$ cat src/shared/io_mux_pkg.sv
// Constants for the I/O function multiplexer control block
package io_mux_pkg;
    localparam logic [7:0]  CTRL_OFFSET      = 8'h00;
    localparam logic [31:0] CTRL_RESET       = 32'h0000_0000;
    localparam logic [31:0] CTRL_WRITE_MASK  = 32'h0000_7F77;
    localparam int          AUDIO_DIR_BIT    = 14;
    localparam int          MODEM_SEL_BIT    = 13;
    localparam int          WIDE_RGB_BIT     = 12;
    localparam int          PINSET_B_LSB     = 10;
    localparam int          PINSET_A_LSB     = 8;
    localparam int          CAPTURE_B_LSB    = 4;
    localparam int          CAPTURE_A_LSB    = 0;
    localparam int          VIDEO_W          = 10;
    localparam int          RESET_PULSE_US   = 400;
    localparam int          CLK_MHZ          = 100;
    localparam int          RESET_PULSE_CYC  = RESET_PULSE_US * CLK_MHZ;

    typedef enum logic [1:0] {
        CARD_ONE, CARD_TWO, VERIFIER_ONE, VERIFIER_TWO
    } card_src_t;

    typedef enum logic [2:0] {
        CAP_PORT_ONE, CAP_PORT_TWO, CAP_PORT_THREE, CAP_COMPOSITOR, CAP_LINK_CORE
    } capture_src_t;
endpackage

$ cat src/core/card_pinset_mux.sv
// Routing of one smart-card pin set to one of four card or verifier modules
`timescale 1ns/1ps
module card_pinset_mux (
    // Clock and reset
    input  wire logic       ref_clk,
    input  wire logic       rst,
    // Selection
    input  wire logic [1:0] source,
    // Module sides, index 0 card one, 1 card two, 2 verifier one, 3 verifier two
    input  wire logic [3:0] mod_cmd,
    input  wire logic [3:0] mod_rst,
    input  wire logic [3:0] mod_clk,
    input  wire logic [3:0] mod_data_out,
    input  wire logic [3:0] mod_data_oe,
    input  wire logic [3:0] mod_aux_out,
    input  wire logic [3:0] mod_aux_oe,
    input  wire logic [3:0] mod_vpp,
    // Pin side
    output logic            pin_cmd,
    output logic            pin_rst,
    output logic            pin_clk,
    output logic            pin_data_out,
    output logic            pin_data_oe,
    output logic            aux_out,
    output logic            aux_oe,
    output logic            vpp_out
);
    wire logic verifier_sel;

    // Verifier codes have the upper bit set
    assign verifier_sel = source[1];

    always_ff @(posedge ref_clk) begin
        if (rst) begin
            pin_cmd      <= 1'b0;
            pin_rst      <= 1'b0;
            pin_clk      <= 1'b0;
            pin_data_out <= 1'b0;
            pin_data_oe  <= 1'b0;
            aux_out      <= 1'b0;
            aux_oe       <= 1'b0;
            vpp_out      <= 1'b0;
        end else begin
            pin_cmd      <= mod_cmd[source];
            pin_rst      <= mod_rst[source];
            pin_clk      <= mod_clk[source];
            pin_data_out <= mod_data_out[source];
            pin_data_oe  <= mod_data_oe[source];
            aux_out      <= verifier_sel & mod_aux_out[source]; // RULE11
            aux_oe       <= verifier_sel & mod_aux_oe[source]; // RULE11
            vpp_out      <= verifier_sel & mod_vpp[source]; // RULE11
        end
    end
endmodule // card_pinset_mux

$ cat src/core/capture_source_mux.sv
// Source selection for one video capture unit
`timescale 1ns/1ps
module capture_source_mux (
    // Clock and reset
    input  wire logic                           ref_clk,
    input  wire logic                           rst,
    // Selection
    input  wire logic [2:0]                     source,
    // Sources
    input  wire logic [io_mux_pkg::VIDEO_W-1:0] port_one,
    input  wire logic [io_mux_pkg::VIDEO_W-1:0] port_two,
    input  wire logic [io_mux_pkg::VIDEO_W-1:0] port_three,
    input  wire logic [io_mux_pkg::VIDEO_W-1:0] compositor,
    input  wire logic [io_mux_pkg::VIDEO_W-1:0] link_core,
    // Capture side
    output logic [io_mux_pkg::VIDEO_W-1:0]      data_out,
    output logic                                source_valid
);
    logic [io_mux_pkg::VIDEO_W-1:0] sel_data;
    logic                           sel_valid;

    always_comb begin
        sel_valid = 1'b1;
        case (source)
            io_mux_pkg::CAP_PORT_ONE:   sel_data = port_one; // RULE6 RULE7
            io_mux_pkg::CAP_PORT_TWO:   sel_data = port_two;
            io_mux_pkg::CAP_PORT_THREE: sel_data = port_three;
            io_mux_pkg::CAP_COMPOSITOR: sel_data = compositor;
            io_mux_pkg::CAP_LINK_CORE:  sel_data = link_core;
            default: begin
                // Undefined codes connect nothing rather than a stale source
                sel_data  = '0; // RULE12
                sel_valid = 1'b0;
            end
        endcase
    end

    always_ff @(posedge ref_clk) begin
        if (rst) begin
            data_out     <= '0;
            source_valid <= 1'b0;
        end else begin
            data_out     <= sel_data;
            source_valid <= sel_valid;
        end
    end
endmodule // capture_source_mux

$ cat src/core/io_function_mux_control.sv
// I/O function multiplexer control register and pin routing
// Functional notes
// RULE1 - Direction bit 14: zero makes audio port output, one makes it input.
// RULE2 - Bit 13 zero routes third UART to pins, one routes modem serial port.
// RULE3 - Bit 12 zero drives second audio output, one drives video bits 23:20.
// RULE4 - Bits 11:10 pick card one, card two, verifier one or two for set B.
// RULE5 - Bits 9:8 pick card one, card two, verifier one or two for set A.
// RULE6 - Bits 6:4 pick second capture unit source, compositor one at code 3.
// RULE7 - Bits 2:0 pick first capture unit source, compositor two at code 3.
// RULE8 - Bits 7 and 3 ignore writes and read zero.
// RULE9 - External reset must be held at least 400 microseconds after power.
// RULE10 - Bits 31 and 15 ignore writes and read zero.
// RULE11 - Verifier selection enables its vpp and aux contacts, card mode disables them.
// RULE12 - Capture codes 101 to 111 connect no source.
`timescale 1ns/1ps
module io_function_mux_control (
    // Clock and reset
    input  wire logic                           ref_clk,
    input  wire logic                           rst,
    // Register port
    input  wire logic [7:0]                     reg_addr,
    input  wire logic [31:0]                    reg_wdata,
    input  wire logic                           reg_wr,
    input  wire logic                           reg_rd,
    output logic [31:0]                         reg_rdata,
    // Audio bidirectional port, data lane
    input  wire logic                           audio_pin_in,
    input  wire logic                           audio_tx_data,
    output logic                                audio_pin_out,
    output logic                                audio_pin_oe,
    output logic                                audio_rx_data,
    // Shared serial pins
    input  wire logic                           third_serial_port_tx,
    input  wire logic                           soft_modem_serial_port_tx,
    output logic                                serial_pin_tx,
    // Shared audio two or wide RGB pins
    input  wire logic [3:0]                     audio_two_out,
    input  wire logic [3:0]                     digital_video_out_hi,
    output logic [3:0]                          shared_av_pins,
    // Card modules, index 0 card one, 1 card two, 2 verifier one, 3 verifier two
    input  wire logic [3:0]                     mod_cmd,
    input  wire logic [3:0]                     mod_rst,
    input  wire logic [3:0]                     mod_clk,
    input  wire logic [3:0]                     mod_data_out,
    input  wire logic [3:0]                     mod_data_oe,
    input  wire logic [3:0]                     mod_aux_out,
    input  wire logic [3:0]                     mod_aux_oe,
    input  wire logic [3:0]                     mod_vpp,
    // Card pin set A
    output logic                                pinset_a_cmd,
    output logic                                pinset_a_rst,
    output logic                                pinset_a_clk,
    output logic                                pinset_a_data_out,
    output logic                                pinset_a_data_oe,
    output logic                                pinset_a_aux_out,
    output logic                                pinset_a_aux_oe,
    output logic                                pinset_a_vpp,
    // Card pin set B
    output logic                                pinset_b_cmd,
    output logic                                pinset_b_rst,
    output logic                                pinset_b_clk,
    output logic                                pinset_b_data_out,
    output logic                                pinset_b_data_oe,
    output logic                                pinset_b_aux_out,
    output logic                                pinset_b_aux_oe,
    output logic                                pinset_b_vpp,
    // Capture sources
    input  wire logic [io_mux_pkg::VIDEO_W-1:0] video_port_one,
    input  wire logic [io_mux_pkg::VIDEO_W-1:0] video_port_two,
    input  wire logic [io_mux_pkg::VIDEO_W-1:0] video_port_three,
    input  wire logic [io_mux_pkg::VIDEO_W-1:0] compositor_one,
    input  wire logic [io_mux_pkg::VIDEO_W-1:0] compositor_two,
    input  wire logic [io_mux_pkg::VIDEO_W-1:0] link_core_data,
    // Capture unit feeds
    output logic [io_mux_pkg::VIDEO_W-1:0]      capture_a_data,
    output logic                                capture_a_valid,
    output logic [io_mux_pkg::VIDEO_W-1:0]      capture_b_data,
    output logic                                capture_b_valid
);
    logic [31:0] ctrl_r;
    logic [31:0] ctrl_nxt;
    logic        audio_in_s1_r;
    logic        audio_in_s2_r;

    wire logic       ctrl_hit;
    wire logic       audio_port_direction_sel;
    wire logic       modem_serial_sel;
    wire logic       wide_rgb_sel;
    wire logic [1:0] card_pinset_b_source;
    wire logic [1:0] card_pinset_a_source;
    wire logic [2:0] capture_b_source;
    wire logic [2:0] capture_a_source;
    wire logic [31:0] rdata_sel;

    assign ctrl_hit = (reg_addr == io_mux_pkg::CTRL_OFFSET);
    // Unused bits never store, so reads of them are zero by construction
    assign ctrl_nxt = (reg_wr && ctrl_hit) ?
                      (reg_wdata & io_mux_pkg::CTRL_WRITE_MASK) : ctrl_r; // RULE8 RULE10
    assign rdata_sel = ctrl_hit ? ctrl_r : 32'h0000_0000;

    assign audio_port_direction_sel = ctrl_r[io_mux_pkg::AUDIO_DIR_BIT];
    assign modem_serial_sel         = ctrl_r[io_mux_pkg::MODEM_SEL_BIT];
    assign wide_rgb_sel             = ctrl_r[io_mux_pkg::WIDE_RGB_BIT];
    assign card_pinset_b_source     = ctrl_r[io_mux_pkg::PINSET_B_LSB +: 2];
    assign card_pinset_a_source     = ctrl_r[io_mux_pkg::PINSET_A_LSB +: 2];
    assign capture_b_source         = ctrl_r[io_mux_pkg::CAPTURE_B_LSB +: 3];
    assign capture_a_source         = ctrl_r[io_mux_pkg::CAPTURE_A_LSB +: 3];

    always_ff @(posedge ref_clk) begin
        if (rst) begin
            ctrl_r    <= io_mux_pkg::CTRL_RESET;
            reg_rdata <= 32'h0000_0000;
        end else begin
            ctrl_r    <= ctrl_nxt;
            reg_rdata <= reg_rd ? rdata_sel : 32'h0000_0000;
        end
    end

    // Pin input passes two flops; the second alone feeds logic
    always_ff @(posedge ref_clk) begin
        if (rst) begin
            audio_in_s1_r <= 1'b0;
            audio_in_s2_r <= 1'b0;
        end else begin
            audio_in_s1_r <= audio_pin_in;
            audio_in_s2_r <= audio_in_s1_r;
        end
    end

    always_ff @(posedge ref_clk) begin
        if (rst) begin
            audio_pin_out  <= 1'b0;
            audio_pin_oe   <= 1'b0;
            audio_rx_data  <= 1'b0;
            serial_pin_tx  <= 1'b1;
            shared_av_pins <= 4'h0;
        end else begin
            audio_pin_out  <= audio_port_direction_sel ? 1'b0 : audio_tx_data; // RULE1
            audio_pin_oe   <= ~audio_port_direction_sel; // RULE1
            audio_rx_data  <= audio_port_direction_sel & audio_in_s2_r; // RULE1
            serial_pin_tx  <= modem_serial_sel ? soft_modem_serial_port_tx
                                               : third_serial_port_tx; // RULE2
            shared_av_pins <= wide_rgb_sel ? digital_video_out_hi : audio_two_out; // RULE3
        end
    end

    card_pinset_mux u_pinset_a (
        .ref_clk      (ref_clk),
        .rst          (rst),
        .source       (card_pinset_a_source), // RULE5
        .mod_cmd      (mod_cmd),
        .mod_rst      (mod_rst),
        .mod_clk      (mod_clk),
        .mod_data_out (mod_data_out),
        .mod_data_oe  (mod_data_oe),
        .mod_aux_out  (mod_aux_out),
        .mod_aux_oe   (mod_aux_oe),
        .mod_vpp      (mod_vpp),
        .pin_cmd      (pinset_a_cmd),
        .pin_rst      (pinset_a_rst),
        .pin_clk      (pinset_a_clk),
        .pin_data_out (pinset_a_data_out),
        .pin_data_oe  (pinset_a_data_oe),
        .aux_out      (pinset_a_aux_out),
        .aux_oe       (pinset_a_aux_oe),
        .vpp_out      (pinset_a_vpp)
    );

    card_pinset_mux u_pinset_b (
        .ref_clk      (ref_clk),
        .rst          (rst),
        .source       (card_pinset_b_source), // RULE4
        .mod_cmd      (mod_cmd),
        .mod_rst      (mod_rst),
        .mod_clk      (mod_clk),
        .mod_data_out (mod_data_out),
        .mod_data_oe  (mod_data_oe),
        .mod_aux_out  (mod_aux_out),
        .mod_aux_oe   (mod_aux_oe),
        .mod_vpp      (mod_vpp),
        .pin_cmd      (pinset_b_cmd),
        .pin_rst      (pinset_b_rst),
        .pin_clk      (pinset_b_clk),
        .pin_data_out (pinset_b_data_out),
        .pin_data_oe  (pinset_b_data_oe),
        .aux_out      (pinset_b_aux_out),
        .aux_oe       (pinset_b_aux_oe),
        .vpp_out      (pinset_b_vpp)
    );

    capture_source_mux u_capture_a (
        .ref_clk      (ref_clk),
        .rst          (rst),
        .source       (capture_a_source), // RULE7
        .port_one     (video_port_one),
        .port_two     (video_port_two),
        .port_three   (video_port_three),
        .compositor   (compositor_two),
        .link_core    (link_core_data),
        .data_out     (capture_a_data),
        .source_valid (capture_a_valid)
    );

    capture_source_mux u_capture_b (
        .ref_clk      (ref_clk),
        .rst          (rst),
        .source       (capture_b_source), // RULE6
        .port_one     (video_port_one),
        .port_two     (video_port_two),
        .port_three   (video_port_three),
        .compositor   (compositor_one),
        .link_core    (link_core_data),
        .data_out     (capture_b_data),
        .source_valid (capture_b_valid)
    );

    // Reset hold time is the source's duty; a short pulse still resets fully
    // RULE9

    property p_unused_read_zero;
        @(posedge ref_clk) disable iff (rst)
        reg_rd |=> (reg_rdata[31] == 1'b0 && reg_rdata[15] == 1'b0);
    endproperty
    a_unused_read_zero: assert property (p_unused_read_zero) // RULE10
        else $error("unused bits 31 or 15 read nonzero");

    property p_gap_read_zero;
        @(posedge ref_clk) disable iff (rst)
        reg_rd |=> (reg_rdata[7] == 1'b0 && reg_rdata[3] == 1'b0);
    endproperty
    a_gap_read_zero: assert property (p_gap_read_zero) // RULE8
        else $error("unused bits 7 or 3 read nonzero");

    property p_write_readback;
        @(posedge ref_clk) disable iff (rst)
        (reg_wr && ctrl_hit) ##1 (reg_rd && ctrl_hit && !reg_wr) |=>
            reg_rdata == ($past(reg_wdata, 2) & io_mux_pkg::CTRL_WRITE_MASK);
    endproperty
    a_write_readback: assert property (p_write_readback) // RULE8
        else $error("readback differs from masked write");

    property p_audio_dir;
        @(posedge ref_clk) disable iff (rst)
        $stable(audio_port_direction_sel) |=> audio_pin_oe == !$past(audio_port_direction_sel);
    endproperty
    a_audio_dir: assert property (p_audio_dir) // RULE1
        else $error("audio port direction wrong");

    property p_serial_sel;
        @(posedge ref_clk) disable iff (rst)
        modem_serial_sel |=> serial_pin_tx == $past(soft_modem_serial_port_tx);
    endproperty
    a_serial_sel: assert property (p_serial_sel) // RULE2
        else $error("modem serial port not routed");

    property p_uart_sel;
        @(posedge ref_clk) disable iff (rst)
        !modem_serial_sel |=> serial_pin_tx == $past(third_serial_port_tx);
    endproperty
    a_uart_sel: assert property (p_uart_sel) // RULE2
        else $error("third serial port not routed");

    property p_rgb_sel;
        @(posedge ref_clk) disable iff (rst)
        1'b1 |=> shared_av_pins ==
            ($past(wide_rgb_sel) ? $past(digital_video_out_hi) : $past(audio_two_out));
    endproperty
    a_rgb_sel: assert property (p_rgb_sel) // RULE3
        else $error("shared audio or rgb pins wrong");

    property p_pinset_a;
        @(posedge ref_clk) disable iff (rst)
        1'b1 |=> pinset_a_cmd == $past(mod_cmd[card_pinset_a_source]);
    endproperty
    a_pinset_a: assert property (p_pinset_a) // RULE5
        else $error("pin set a wrong module");

    property p_pinset_b;
        @(posedge ref_clk) disable iff (rst)
        1'b1 |=> pinset_b_clk == $past(mod_clk[card_pinset_b_source]);
    endproperty
    a_pinset_b: assert property (p_pinset_b) // RULE4
        else $error("pin set b wrong module");

    property p_card_no_vpp;
        @(posedge ref_clk) disable iff (rst)
        !card_pinset_a_source[1] |=> !pinset_a_vpp && !pinset_a_aux_oe;
    endproperty
    a_card_no_vpp: assert property (p_card_no_vpp) // RULE11
        else $error("verifier contacts active in card mode");

    property p_cap_a;
        @(posedge ref_clk) disable iff (rst)
        capture_a_source == 3'h3 |=> capture_a_data == $past(compositor_two);
    endproperty
    a_cap_a: assert property (p_cap_a) // RULE7
        else $error("capture a compositor source wrong");

    property p_cap_b;
        @(posedge ref_clk) disable iff (rst)
        capture_b_source == 3'h4 |=> capture_b_data == $past(link_core_data);
    endproperty
    a_cap_b: assert property (p_cap_b) // RULE6
        else $error("capture b link source wrong");

    property p_cap_undef;
        @(posedge ref_clk) disable iff (rst)
        capture_a_source > 3'h4 |=> !capture_a_valid && capture_a_data == '0;
    endproperty
    a_cap_undef: assert property (p_cap_undef) // RULE12
        else $error("undefined capture code connected a source");
endmodule // io_function_mux_control

$ cat config.mk
export PLATFORM = sky130hd
export DESIGN_NAME = io_function_mux_control
export DESIGN_NICKNAME = d
export VERILOG_FILES = /design/src/shared/io_mux_pkg.sv /design/src/core/card_pinset_mux.sv /design/src/core/capture_source_mux.sv /design/src/core/io_function_mux_control.sv
export SDC_FILE = /design/constraint.sdc
export NUM_CORES = 1
export LEC_CHECK = 0
export ABC_AREA = 1
export BUFFER_PORTS_ARGS = -buffer_cell sky130_fd_sc_hd__buf_4
export CORE_UTILIZATION = 39
export CTS_CLUSTER_DIAMETER = 120
export DETAILED_ROUTE_END_ITERATION = 6
export PLACE_DENSITY = 0.78
export SLEW_MARGIN = 15
export SYNTH_ARGS = -nofsm -noshare
export SYNTH_HDL_FRONTEND = slang
export SYNTH_SLANG_ARGS = --single-unit
$ cat constraint.sdc
create_clock -name ref_clk -period 1.2 [get_ports ref_clk]
set_clock_uncertainty 0.05 [all_clocks]
set_input_delay 0.12 -clock ref_clk [delete_from_list [all_inputs] [get_ports ref_clk]]
set_output_delay 0.12 -clock ref_clk [all_outputs]
set_load 0.01 [all_outputs]
==> flow_results.xml, run 1 <==
<?xml version="1.0" encoding="UTF-8"?>
<metrics>
  <group name="finish">
    <metric name="post_route_cells_drive_above_1_share" unit="%">35.0</metric>
    <metric name="insertedDiodeCount" unit="">0</metric>
    <metric name="num-fill-cells" unit="">816</metric>
    <metric name="area_growth_syn_to_layout" unit="%">55.9</metric>
    <metric name="multi_input_combinational_cell_area" unit="µm²">1770</metric>
    <metric name="seqCellArea" unit="µm²">1490</metric>
    <metric name="finish.net_count" unit="">877</metric>
    <metric name="utilization" unit="%">62.5</metric>
  </group>
  <group name="power">
    <metric name="power_switching" unit="W">0.00135</metric>
    <metric name="power.share.clock" unit="%">39.5</metric>
    <metric name="seq_power_share" unit="%">46.1</metric>
    <metric name="internal-power" unit="W">0.00417</metric>
    <metric name="max-vdd-ir-drop" unit="µV">489</metric>
    <metric name="switching_share" unit="%">24.5</metric>
    <metric name="power_frac_comb" unit="%">14.4</metric>
    <metric name="p_leak" unit="nW">2.75</metric>
    <metric name="p_per_area" unit="nW/µm²">957</metric>
  </group>
  <group name="detailed_routing">
    <metric name="via_count" unit="">4349</metric>
    <metric name="detail_route.wirelength" unit="mm">12.1</metric>
    <metric name="drt.antenna.violating_nets" unit="">0</metric>
    <metric name="dr.pass1.iters" unit="">5</metric>
    <metric name="avgRoutedWirePerCell" unit="µm">14.0</metric>
    <metric name="drt_drc" unit="">0</metric>
    <metric name="post_drt_via_cell_ratio" unit="">5.04</metric>
    <metric name="detailedRoute.firstIterationViolations" unit="">289</metric>
  </group>
  <group name="outcome">
    <metric name="status" unit="">completed</metric>
  </group>
  <group name="yosys">
    <metric name="largest_family_of_logic_cells_by_synthesized_area" unit="">simple AND/OR/NAND/NOR gates</metric>
    <metric name="synth-compound-area-share" unit="%">10.7</metric>
    <metric name="synth_adder_area_share" unit="%">0</metric>
    <metric name="synth_simple_gate_area_share" unit="%">34.3</metric>
    <metric name="synthesis.area" unit="µm²">3710</metric>
    <metric name="postSynthCellCount" unit="">523</metric>
    <metric name="ys_top_cells_by_area" unit="">dfxtp_1 40%, nand3_1 10%, nor2_1 9.1%</metric>
    <metric name="synth.ff_latch_count" unit="">74</metric>
    <metric name="syn-mean-instance-area" unit="µm²">7.09</metric>
    <metric name="ys_warn_count" unit="">0</metric>
    <metric name="yosys.area.top_type" unit="">dfxtp_1</metric>
    <metric name="synth.distinct_cells" unit="">26</metric>
    <metric name="synth_sequential_area_ratio" unit="%">40.0</metric>
    <metric name="synthXorXnorAreaFrac" unit="%">0</metric>
    <metric name="netlist.area_leader.share" unit="%">40.0</metric>
    <metric name="post_synth_mux_area_share" unit="%">0</metric>
  </group>
  <group name="sta">
    <metric name="final_max_slew_viol_count" unit="">0</metric>
    <metric name="final_hold_viol_count" unit="">0</metric>
    <metric name="setup_viol" unit="">0</metric>
    <metric name="timing.final.crit_share" unit="%">97.3</metric>
    <metric name="fin_crit" unit="ns">1.17</metric>
    <metric name="final_critical_path_setup_slack" unit="ns">0.0329</metric>
    <metric name="grt_setup_unrepaired" unit="">true</metric>
    <metric name="max_freq" unit="MHz">857</metric>
  </group>
  <group name="setup_path">
    <metric name="crit_path_max_delay_family" unit="">flip-flops</metric>
    <metric name="start_kind" unit="">register</metric>
    <metric name="worstSetupPathType" unit="">register to register</metric>
    <metric name="crit-reg2reg-launch" unit="">ctrl_r[5]</metric>
    <metric name="critical_path.cell_chain" unit="">buf_12 -&gt; buf_4 -&gt; nand4_1 -&gt; nand3_1 -&gt; nor2_1 -&gt; nor2_1</metric>
    <metric name="critPathRequiredTime" unit="ns">1.37</metric>
    <metric name="max_stage_delay_on_crit_path" unit="ns">0.38</metric>
    <metric name="critical_path.endpoint_type" unit="">register</metric>
    <metric name="worstSetupStartpoint" unit="">ctrl_r[5]</metric>
    <metric name="worst-path-max-fanout" unit="">14</metric>
    <metric name="arrival" unit="ns">1.34</metric>
    <metric name="cp_common_cell" unit="">nor2_1</metric>
    <metric name="critical_path.slowest_cell" unit="">dfxtp_4</metric>
    <metric name="worstPathBufferInverterCount" unit="">2</metric>
  </group>
  <group name="floorplanning">
    <metric name="boundaryPins" unit="">226</metric>
    <metric name="starting_density_of_the_core" unit="%">40.1</metric>
    <metric name="design.die.area" unit="µm²">9900</metric>
    <metric name="floorplan.core_area" unit="µm²">9240</metric>
    <metric name="die_x" unit="µm">99.5</metric>
    <metric name="die_extent_in_y" unit="µm">99.5</metric>
    <metric name="rows" unit="">35</metric>
  </group>
  <group name="grt">
    <metric name="aggregate_global_route_resource_usage" unit="%">23.9</metric>
    <metric name="vias_in_the_first_global_route" unit="">4089</metric>
    <metric name="grt_pass1_wl" unit="mm">18.9</metric>
    <metric name="antenna_violations_before_repair" unit="">0</metric>
    <metric name="maximum_number_of_pins_on_one_net_before_global_route_repair" unit="">40</metric>
    <metric name="grt_remaining_overflow" unit="">0</metric>
  </group>
  <group name="clock_network">
    <metric name="cts.sinks" unit="">74</metric>
    <metric name="cts_buffer_depth" unit="">2</metric>
    <metric name="cts_tree" unit="">done</metric>
    <metric name="clkSlewWorstSetupHoldPaths" unit="ns">0.09</metric>
    <metric name="insertion_delay" unit="ns">0.34</metric>
    <metric name="root_buffer" unit="">clkbuf_8</metric>
    <metric name="cts_buffers" unit="">9</metric>
    <metric name="htree_levels" unit="">3</metric>
  </group>
  <group name="placed_design">
    <metric name="dp_hpwl" unit="mm">8.65</metric>
    <metric name="pre_cts_slack" unit="ns">-0.152</metric>
    <metric name="place.gp.congestion" unit="">0.891</metric>
    <metric name="count_of_port_buffers_added_during_placement" unit="">181</metric>
  </group>
  <group name="job">
    <metric name="max-cap-violations" unit="">0</metric>
  </group>
  <group name="min_path">
    <metric name="min_path_type" unit="">input port to register</metric>
    <metric name="worstHoldStart" unit="">mod_vpp[2]</metric>
  </group>
</metrics>
power by group through the flow:
stage | clock [W] | combinational [W] | sequential, W
floorplan | 0 | 0.000256 | 0.00264
CTS | 0.00222 | 0.000789 | 0.00255
finish | 0.00218 | 0.000798 | 0.00255
global placement | 0 | 0.000730 | 0.00261
global route | 0.00232 | 0.000865 | 0.00255
detailed placement | 0 | 0.000739 | 0.00261
per-stage QoR:
stage | TNS [ns] | total power, W | instance area (µm²) | hold slack (ns) | std cells
after floorplan | 0 | 0.00290 | 3770 | 0.177 | 541
after global placement | -0.465 | 0.00334 | 5220 | 0.273 | 822
after detailed placement | -0.836 | 0.00335 | 5220 | 0.276 | 822
after CTS | 0 | 0.00556 | 5680 | 0.00573 | 860
after global routing | -0.0680 | 0.00574 | 5780 | 0.0207 | 863
final | 0 | 0.00553 | 5780 | 0.0243 | 863
synthesized netlist by cell type:
master	n
nor2_1	90
nand3_1	76
dfxtp_1	74
nand2_1	53
inv_1	43
nand4_1	41
a21oi_1	35
buf_4	30
o21ai_0	25
buf_2	21
o211ai_1	10
clkbuf_1	5
a211oi_1	3
buf_1	2
buf_6	2
inv_2	2
nor2_4	2
clkinv_1	1
conb_1	1
nand3_2	1
nor2_2	1
nor2_8	1
nor3_1	1
nor3_2	1
nor3_4	1
nor3b_1	1
worst reg2reg max path, delay by kind of cell, from the launching register on:
kind / cells / cell delay [ns]
buffers and inverters: 2 / 0.31
flip-flops: 1 / 0.38
AND/OR/NAND/NOR: 4 / 0.31
cell usage in the layout, fill, tap and decap left out, types with 3 or more instances in the layout:
| cell | synthesis | routed |
|---|---|---|
| a211oi_1 | 3 | 3 |
| a21oi_1 | 35 | 35 |
| buf_12 | 0 | 8 |
| buf_4 | 30 | 205 |
| buf_6 | 2 | 6 |
| clkbuf_8 | 0 | 9 |
| conb_1 | 1 | 19 |
| dfxtp_1 | 74 | 69 |
| dfxtp_2 | 0 | 3 |
| dlygate4sd3_1 | 0 | 18 |
| inv_1 | 43 | 42 |
| inv_6 | 0 | 3 |
| nand2_1 | 53 | 49 |
| nand2_2 | 0 | 4 |
| nand3_1 | 76 | 74 |
| nand3_2 | 1 | 3 |
| nand4_1 | 41 | 41 |
| nor2_1 | 90 | 90 |
| nor2_4 | 2 | 3 |
| o211ai_1 | 10 | 10 |
| o21ai_0 | 25 | 20 |
| o21ai_1 | 0 | 5 |
sequential cells by signal, indices dropped and copies added (netlist names), 4 cells and up:
| signal | count |
|---|---|
| u_capture_a.data_out | 10 |
| u_capture_b.data_out | 10 |
| shared_av_pins | 4 |
| ctrl_r | 13 |
| reg_rdata | 13 |
kinds of logic after synthesis:
group                  after synthesis
flip-flops                          74
AND/OR/NAND/NOR                    269
other                                1
AO/OA/AOI/OAI                       73
buffers and inverters              106
timing repair:
action,in CTS,in global routing
resized for setup,6,27
hold buffers,18,0
endpoints found under the hold margin,12,0
endpoints found under the setup margin,16,18
pin swaps,2,6
buffers inserted,4,3
path summary, 6_finish.rpt:
check	slack, ns	cells after the start	to
worst min-delay path	0.02	3	u_pinset_b.vpp_out
worst min register to register	0.36	2	audio_in_s2_r
worst max register to register	0.03	6	u_capture_b.data_out[8]
worst max-delay path	0.03	6	u_capture_b.data_out[8]
layout make-up:
class	instances	area share [%]
repair buffers	237	33.7
multi-input cells	361	30.7
flip-flops and latches	74	25.8
inverters	46	3.14
well taps	129	2.79
clock buffers	9	2.14
clock inverters	7	1.73
layer usage:
metal	track usage (%)	wire [µm]	vias up
met1	28.9	4830	1920
li1	-	-	2119
met5	0	0	-
met4	13.2	495	0
met2	40.5	5960	253
met3	3.87	789	57
(Power assumes the default switching activity.)
==> inputs of run 2 (changes only) <==
- CORE_UTILIZATION: 39 -> 40
- PLACE_DENSITY: 0.78 -> 0.79
- SYNTH_HIERARCHICAL: default -> 1
==> run 2 against run 1 <==
The run now ends with negative setup slack left. Critical path depth unchanged. Sequential power hardly changed. Die area is 5.3% higher. Sequential share of layout area is 1.3 points lower. Via count rose by 11%. Count of clock-buffer cells in the layout grew 1. Critical endpoint is now u_capture_a/data_out[6]. Largest cell class is now multi-input combinational cells. Highest routed layer unchanged.
==> flow_results.xml, run 2 <==
<?xml version="1.0" encoding="UTF-8"?>
<metrics>
  <group name="detailed_routing">
    <metric name="via_count" unit="">4824</metric>
    <metric name="detail_route.wirelength" unit="mm">15.2</metric>
    <metric name="drt_drc" unit="">0</metric>
    <metric name="detailedRoute.firstIterationViolations" unit="">399</metric>
    <metric name="post_drt_via_cell_ratio" unit="">5.21</metric>
    <metric name="avgRoutedWirePerCell" unit="µm">16.4</metric>
    <metric name="dr.pass1.iters" unit="">7</metric>
    <metric name="drt.antenna.violating_nets" unit="">0</metric>
  </group>
  <group name="setup_path">
    <metric name="start_kind" unit="">register</metric>
    <metric name="critical_path.cell_chain" unit="">buf_4 -&gt; clkbuf_16 -&gt; nand4_1 -&gt; nand2_1 -&gt; nor2_1 -&gt; nor2_1</metric>
    <metric name="crit-reg2reg-launch" unit="">ctrl_r[0]</metric>
    <metric name="cp_common_cell" unit="">nor2_1</metric>
    <metric name="critPathRequiredTime" unit="ns">1.38</metric>
    <metric name="arrival" unit="ns">1.42</metric>
    <metric name="reg2reg_setup_slack" unit="ns">-0.03</metric>
    <metric name="crit-reg2reg-capture" unit="">u_capture_a/data_out[6]</metric>
    <metric name="worstSetupPathType" unit="">register to register</metric>
    <metric name="worstPathBufferInverterCount" unit="">2</metric>
    <metric name="critical_path.endpoint_type" unit="">register</metric>
    <metric name="worst-path-max-fanout" unit="">10</metric>
    <metric name="worst-r2r-cell-count" unit="">6</metric>
    <metric name="crit_path_max_delay_family" unit="">flip-flops</metric>
    <metric name="critical_path.slowest_cell" unit="">dfxtp_4</metric>
    <metric name="max_stage_delay_on_crit_path" unit="ns">0.40</metric>
  </group>
  <group name="yosys">
    <metric name="synth_sequential_area_ratio" unit="%">37.0</metric>
    <metric name="netlist.area_leader.share" unit="%">37.0</metric>
    <metric name="async_reset_ff_share" unit="%">0</metric>
    <metric name="postSynthCellCount" unit="">582</metric>
    <metric name="synth.ff_latch_count" unit="">74</metric>
    <metric name="synth_top_cells_by_count" unit="">94 x nand3_1, 87 x nor2_1, 81 x nand2_1, 74 x dfxtp_1, 70 x inv_1</metric>
    <metric name="syn-mean-instance-area" unit="µm²">6.88</metric>
    <metric name="synth_most_common_cell" unit="">nand3_1</metric>
    <metric name="ys_top_cells_by_area" unit="">dfxtp_1 37%, nand3_1 12%, nand4_1 8.7%</metric>
    <metric name="yosys.area.top_type" unit="">dfxtp_1</metric>
    <metric name="synthesis.area" unit="µm²">4010</metric>
    <metric name="synth_enable_flop_cells" unit="">0</metric>
    <metric name="synth.distinct_cells" unit="">23</metric>
    <metric name="ys_warn_count" unit="">6</metric>
    <metric name="synth_ff_type" unit="">dfxtp_1</metric>
  </group>
  <group name="finish">
    <metric name="post_route_cells_drive_above_1_share" unit="%">35.8</metric>
    <metric name="final_common_cell" unit="">buf_4</metric>
    <metric name="num-fill-cells" unit="">877</metric>
    <metric name="area_growth_syn_to_layout" unit="%">52.4</metric>
    <metric name="reg.largest.list" unit="">ctrl_r (13), reg_rdata (13)</metric>
    <metric name="utilization" unit="%">62.7</metric>
    <metric name="finish.net_count" unit="">937</metric>
    <metric name="insertedDiodeCount" unit="">0</metric>
    <metric name="commonest_cells_after_routing_fill_and_taps_aside" unit="">203 x buf_4, 90 x nand3_1, 84 x nor2_1, 81 x nand2_1, 69 x dfxtp_1</metric>
  </group>
  <group name="sta">
    <metric name="final_critical_path_setup_slack" unit="ns">-0.0321</metric>
    <metric name="final.setup.tns" unit="ns">-0.0607</metric>
    <metric name="max_freq" unit="MHz">812</metric>
    <metric name="fin_crit" unit="ns">1.23</metric>
    <metric name="timing.final.crit_share" unit="%">103</metric>
    <metric name="final_hold_viol_count" unit="">0</metric>
    <metric name="final_max_slew_viol_count" unit="">0</metric>
    <metric name="timing.hold.ws" unit="ns">0.0131</metric>
    <metric name="grt_setup_unrepaired" unit="">true</metric>
    <metric name="setup_viol" unit="">4</metric>
  </group>
  <group name="power">
    <metric name="p_per_area" unit="nW/µm²">870</metric>
    <metric name="max-vdd-ir-drop" unit="µV">424</metric>
    <metric name="finalPower" unit="W">0.00531</metric>
    <metric name="p_leak" unit="nW">3.08</metric>
  </group>
  <group name="grt">
    <metric name="grt_remaining_overflow" unit="">0</metric>
    <metric name="maximum_number_of_pins_on_one_net_before_global_route_repair" unit="">40</metric>
    <metric name="aggregate_global_route_resource_usage" unit="%">27.6</metric>
    <metric name="antenna_violations_before_repair" unit="">0</metric>
    <metric name="vias_in_the_first_global_route" unit="">4149</metric>
    <metric name="grt_pass1_wl" unit="mm">21.5</metric>
  </group>
  <group name="placed_design">
    <metric name="count_of_port_buffers_added_during_placement" unit="">181</metric>
    <metric name="dp_hpwl" unit="mm">10.6</metric>
    <metric name="place.gp.congestion" unit="">1.06</metric>
  </group>
  <group name="floorplanning">
    <metric name="rows" unit="">36</metric>
    <metric name="boundaryPins" unit="">226</metric>
    <metric name="starting_density_of_the_core" unit="%">41.2</metric>
    <metric name="floorplan.core_area" unit="µm²">9730</metric>
    <metric name="die_x" unit="µm">102</metric>
    <metric name="design.die.area" unit="µm²">10400</metric>
    <metric name="die_extent_in_y" unit="µm">102</metric>
  </group>
  <group name="clock_network">
    <metric name="clkSlewWorstSetupHoldPaths" unit="ns">0.08</metric>
    <metric name="htree_levels" unit="">3</metric>
    <metric name="cts_buffers" unit="">9</metric>
    <metric name="root_buffer" unit="">clkbuf_8</metric>
    <metric name="cts_tree" unit="">done</metric>
    <metric name="cts.sinks" unit="">74</metric>
    <metric name="cts_buffer_depth" unit="">2</metric>
    <metric name="insertion_delay" unit="ns">0.35</metric>
  </group>
  <group name="min_path">
    <metric name="min_path_type" unit="">input port to register</metric>
    <metric name="min_delay_path_depth" unit="">3</metric>
    <metric name="hold_end" unit="">u_pinset_a/aux_oe</metric>
    <metric name="worstHoldStart" unit="">mod_aux_oe[3]</metric>
  </group>
  <group name="job">
    <metric name="max-cap-violations" unit="">0</metric>
  </group>
  <group name="outcome">
    <metric name="status" unit="">finished with violations</metric>
    <metric name="violations" unit="">negative setup slack</metric>
  </group>
</metrics>
[run 2: worst max-delay path by stage]
stage	startpoint	to	slack [ns]	cells past startpoint
after floorplan	ctrl_r[0]	u_capture_a/data_out[3]	0.09	7
after global placement	ctrl_r[5]	u_capture_b/data_out[5]	-0.20	5
after detailed placement	ctrl_r[5]	u_capture_b/data_out[5]	-0.25	5
after CTS	ctrl_r[5]	u_capture_b/data_out[2]	-0.01	6
after global routing	ctrl_r[5]	u_capture_b/data_out[0]	-0.08	6
final	ctrl_r[0]	u_capture_a/data_out[6]	-0.03	6
[run 2: cell families (layout without fill, tap and decap cells)]
logic type / after synthesis / count (layout) / synth area share [%]
simple gates: 345 / 349 / 41.9
other cells: 1 / 19 / 0.0936
buf+inv: 135 / 324 / 17.6
compound gates: 27 / 27 / 3.37
flops: 74 / 74 / 37.0
[run 2: through the flow]
stage | std cells | worst slack, ns | cell area, µm²
6_report | 926 | -0.0321 | 6100
3_3_place_gp | 877 | -0.205 | 5340
4_1_cts | 911 | -0.0112 | 5830
5_1_grt | 926 | -0.0849 | 6100
2_1_floorplan | 600 | 0.0942 | 4070
3_5_place_dp | 877 | -0.250 | 5340
[run 2: layout make-up]
type	instances	area [µm²]	share of cell area, %
Inverter	79	327	5.35
Sequential cell	74	1500	24.5
Timing Repair Buffer	230	1950	32.0
Tap cell	133	166	2.73
Clock inverter	5	56.3	0.923
Clock buffer	10	128	2.09
Multi-Input combinational cell	395	1970	32.4
[run 2: metal layers]
metal / global-route usage [%] / share of wire (%) / up-vias
li1: - / - / 2263
met1: 35.1 / 37 / 2169
met2: 44.4 / 48 / 325
met3: 5.88 / 11 / 67
met4: 13.6 / 4.3 / 0
met5: 0 / 0 / -
[run 2: power breakdown]
group | switching (W) | total (W) | internal (W)
Sequential | 0.0000274 | 0.00255 | 0.00252
Clock | 0.000938 | 0.00188 | 0.000946
Combinational | 0.000412 | 0.000880 | 0.000467
[run 2: worst register-to-register path: stages (launching register included)]
cell	delay [ns]
dfxtp_4	0.40
buf_4	0.15
clkbuf_16	0.16
nand4_1	0.10
nand2_1	0.08
nor2_1	0.14
nor2_1	0.06
[run 2: repair_timing]
item / in CTS / in global routing
hold buffers: 12 / 0
hold endpoints to repair: 7 / 0
setup buffers: 4 / 9
pin swaps: 4 / 11
gates cloned: 3 / 6
endpoints found under the setup margin: 22 / 21
resized for setup: 24 / 27
==> inputs of run 3 (changes only) <==
- PLACE_DENSITY: 0.79 -> 0.75
==> run 3 against run 2 <==
The flow still finishes with violations (negative setup slack). Critical path type unchanged. Highest routed layer unchanged. Sequential power is essentially flat. Final area fell by 0.59%. Largest cell class unchanged. Largest power group unchanged. Critical path depth unchanged.
==> flow_results.xml, run 3 (synthesized netlist as in run 2, its figures left out) <==
<?xml version="1.0" encoding="UTF-8"?>
<metrics>
  <group name="outcome">
    <metric name="status" unit="">finished with violations</metric>
    <metric name="violations" unit="">negative setup slack</metric>
  </group>
  <group name="grt">
    <metric name="vias_in_the_first_global_route" unit="">4029</metric>
    <metric name="grtUsageMet1" unit="%">32.9</metric>
    <metric name="grt_pass1_wl" unit="mm">20.3</metric>
    <metric name="antenna_violations_before_repair" unit="">0</metric>
    <metric name="grtUsageMet2" unit="%">42.7</metric>
    <metric name="maximum_number_of_pins_on_one_net_before_global_route_repair" unit="">40</metric>
    <metric name="grt_remaining_overflow" unit="">0</metric>
    <metric name="aggregate_global_route_resource_usage" unit="%">25.7</metric>
    <metric name="gr-max-usage-layer" unit="">met2</metric>
    <metric name="globalRouteMet3Util" unit="%">5.20</metric>
  </group>
  <group name="job">
    <metric name="max-cap-violations" unit="">0</metric>
  </group>
  <group name="sta">
    <metric name="final_critical_path_setup_slack" unit="ns">-0.0725</metric>
    <metric name="final_max_slew_viol_count" unit="">0</metric>
    <metric name="timing.hold.ws" unit="ns">0.0198</metric>
    <metric name="max_freq" unit="MHz">786</metric>
    <metric name="final_hold_viol_count" unit="">0</metric>
    <metric name="setup_viol" unit="">3</metric>
    <metric name="timing.final.crit_share" unit="%">106</metric>
    <metric name="fin_crit" unit="ns">1.27</metric>
    <metric name="grt_setup_unrepaired" unit="">true</metric>
  </group>
  <group name="clock_network">
    <metric name="root_buffer" unit="">clkbuf_8</metric>
    <metric name="cts_tree" unit="">done</metric>
    <metric name="insertion_delay" unit="ns">0.34</metric>
    <metric name="cts_buffer_depth" unit="">2</metric>
    <metric name="cts.sinks" unit="">74</metric>
    <metric name="clkSlewWorstSetupHoldPaths" unit="ns">0.09</metric>
    <metric name="cts_buffers" unit="">9</metric>
    <metric name="htree_levels" unit="">3</metric>
  </group>
  <group name="placed_design">
    <metric name="count_of_port_buffers_added_during_placement" unit="">181</metric>
    <metric name="pre_cts_slack" unit="ns">-0.226</metric>
    <metric name="place.gp.congestion" unit="">1.10</metric>
    <metric name="dp_hpwl" unit="mm">10.3</metric>
    <metric name="dp_cells" unit="">880</metric>
    <metric name="placed_cell_area" unit="µm²">5380</metric>
  </group>
  <group name="finish">
    <metric name="final_cell_area" unit="µm²">6070</metric>
    <metric name="finish.net_count" unit="">939</metric>
    <metric name="final_common_cell" unit="">buf_4</metric>
    <metric name="area_growth_syn_to_layout" unit="%">51.5</metric>
    <metric name="commonest_cells_after_routing_fill_and_taps_aside" unit="">206 x buf_4, 93 x nand3_1, 86 x nor2_1, 81 x nand2_1, 69 x dfxtp_1</metric>
    <metric name="final_cell_count_no_fill" unit="">929</metric>
    <metric name="insertedDiodeCount" unit="">0</metric>
    <metric name="post_route_cells_drive_above_1_share" unit="%">35.2</metric>
    <metric name="reg.largest.list" unit="">ctrl_r (13), reg_rdata (13)</metric>
  </group>
  <group name="floorplanning">
    <metric name="floorplan.core_area" unit="µm²">9730</metric>
    <metric name="starting_density_of_the_core" unit="%">41.2</metric>
    <metric name="rows" unit="">36</metric>
    <metric name="die_extent_in_y" unit="µm">102</metric>
    <metric name="boundaryPins" unit="">226</metric>
    <metric name="die_x" unit="µm">102</metric>
    <metric name="design.die.area" unit="µm²">10400</metric>
  </group>
  <group name="setup_path">
    <metric name="critPathRequiredTime" unit="ns">1.38</metric>
    <metric name="crit_path_max_delay_family" unit="">simple AND/OR/NAND/NOR gates</metric>
    <metric name="worstSetupPathType" unit="">register to register</metric>
    <metric name="critical_path.endpoint_type" unit="">register</metric>
    <metric name="worstPathBufferInverterCount" unit="">2</metric>
    <metric name="max_stage_delay_on_crit_path" unit="ns">0.40</metric>
    <metric name="cp_common_cell" unit="">nor2_1</metric>
    <metric name="arrival" unit="ns">1.45</metric>
    <metric name="critical_path.cell_chain" unit="">buf_12 -&gt; clkinvlp_4 -&gt; nand4_1 -&gt; nand3_1 -&gt; nor2_1 -&gt; nor2_1</metric>
    <metric name="critical_path.slowest_cell" unit="">dfxtp_4</metric>
    <metric name="worst-path-max-fanout" unit="">8</metric>
    <metric name="start_kind" unit="">register</metric>
  </group>
  <group name="detailed_routing">
    <metric name="detailedRoute.firstIterationViolations" unit="">416</metric>
    <metric name="dr.pass1.iters" unit="">6</metric>
    <metric name="drt.antenna.violating_nets" unit="">0</metric>
    <metric name="post_drt_via_cell_ratio" unit="">5.01</metric>
    <metric name="detail_route.wirelength" unit="mm">14.3</metric>
    <metric name="via_count" unit="">4652</metric>
    <metric name="drt_drc" unit="">0</metric>
    <metric name="avgRoutedWirePerCell" unit="µm">15.4</metric>
  </group>
  <group name="power">
    <metric name="p_per_area" unit="nW/µm²">883</metric>
    <metric name="p_leak" unit="nW">3.07</metric>
    <metric name="finalPower" unit="W">0.00536</metric>
    <metric name="max-vdd-ir-drop" unit="µV">589</metric>
  </group>
  <group name="min_path">
    <metric name="min_path_type" unit="">input port to register</metric>
  </group>
</metrics>
==> run 3: metrics by stage <==
stage / utilization, % / TNS (ns)
after floorplan: - / 0
final: 62.3 / -0.110
after detailed placement: 55.3 / -3.76
after CTS: 60.1 / 0
after global placement: 55.3 / -3.08
after global routing: 62.3 / -0.640
==> run 3: worst paths after layout <==
kind                  from  cells past startpoint  slack (ns)                      end
max              ctrl_r[5]                      6       -0.07  u_capture_b/data_out[5]
min          mod_aux_oe[3]                      3        0.02        u_pinset_a/aux_oe
max reg2reg      ctrl_r[5]                      6       -0.07  u_capture_b/data_out[5]
min reg2reg  audio_in_s2_r                      2        0.37            audio_rx_data
==> run 3: final cells by class <==
| cell class | instances | area, µm² |
|---|---|---|
| multi-input cells | 394 | 1940 |
| inverters | 79 | 327 |
| flip-flops and latches | 74 | 1500 |
| fillers | 905 | 3660 |
| clock buffers | 10 | 128 |
| repair buffers | 233 | 1940 |
| clock inverters | 6 | 66.3 |
| well taps | 133 | 166 |
==> run 3: routing by layer <==
| metal | share of wire (%) | vias up |
|---|---|---|
| li1 | - | 2272 |
| met1 | 39 | 2077 |
| met2 | 49 | 265 |
| met3 | 9.1 | 38 |
| met4 | 2.9 | 0 |
| met5 | 0 | - |
==> run 3: what timing repair did <==
item                                    in CTS  in global routing
hold buffers                                14                  0
gates resized for setup                     21                 22
hold endpoints to repair                    11                  0
pin swaps                                    2                 14
buffers inserted                             2                 11
endpoints found under the setup margin      21                 21
gates cloned                                 2                  4
==> run 3: worst register-to-register path: cells and delay by family, from the launching register on <==
kind / cells / cell delay [ns]
AND/OR/NAND/NOR: 4 / 0.42
flip-flops: 1 / 0.40
buffers and inverters: 2 / 0.30
==> run 3: report_power, final <==
part	switching (W)	internal [W]	total, W	leakage [nW]
Sequential	0.0000254	0.00252	0.00255	0.611
Clock	0.000972	0.000966	0.00194	0.0889
Combinational	0.000404	0.000470	0.000873	2.37
Total	0.00140	0.00396	0.00536	3.07
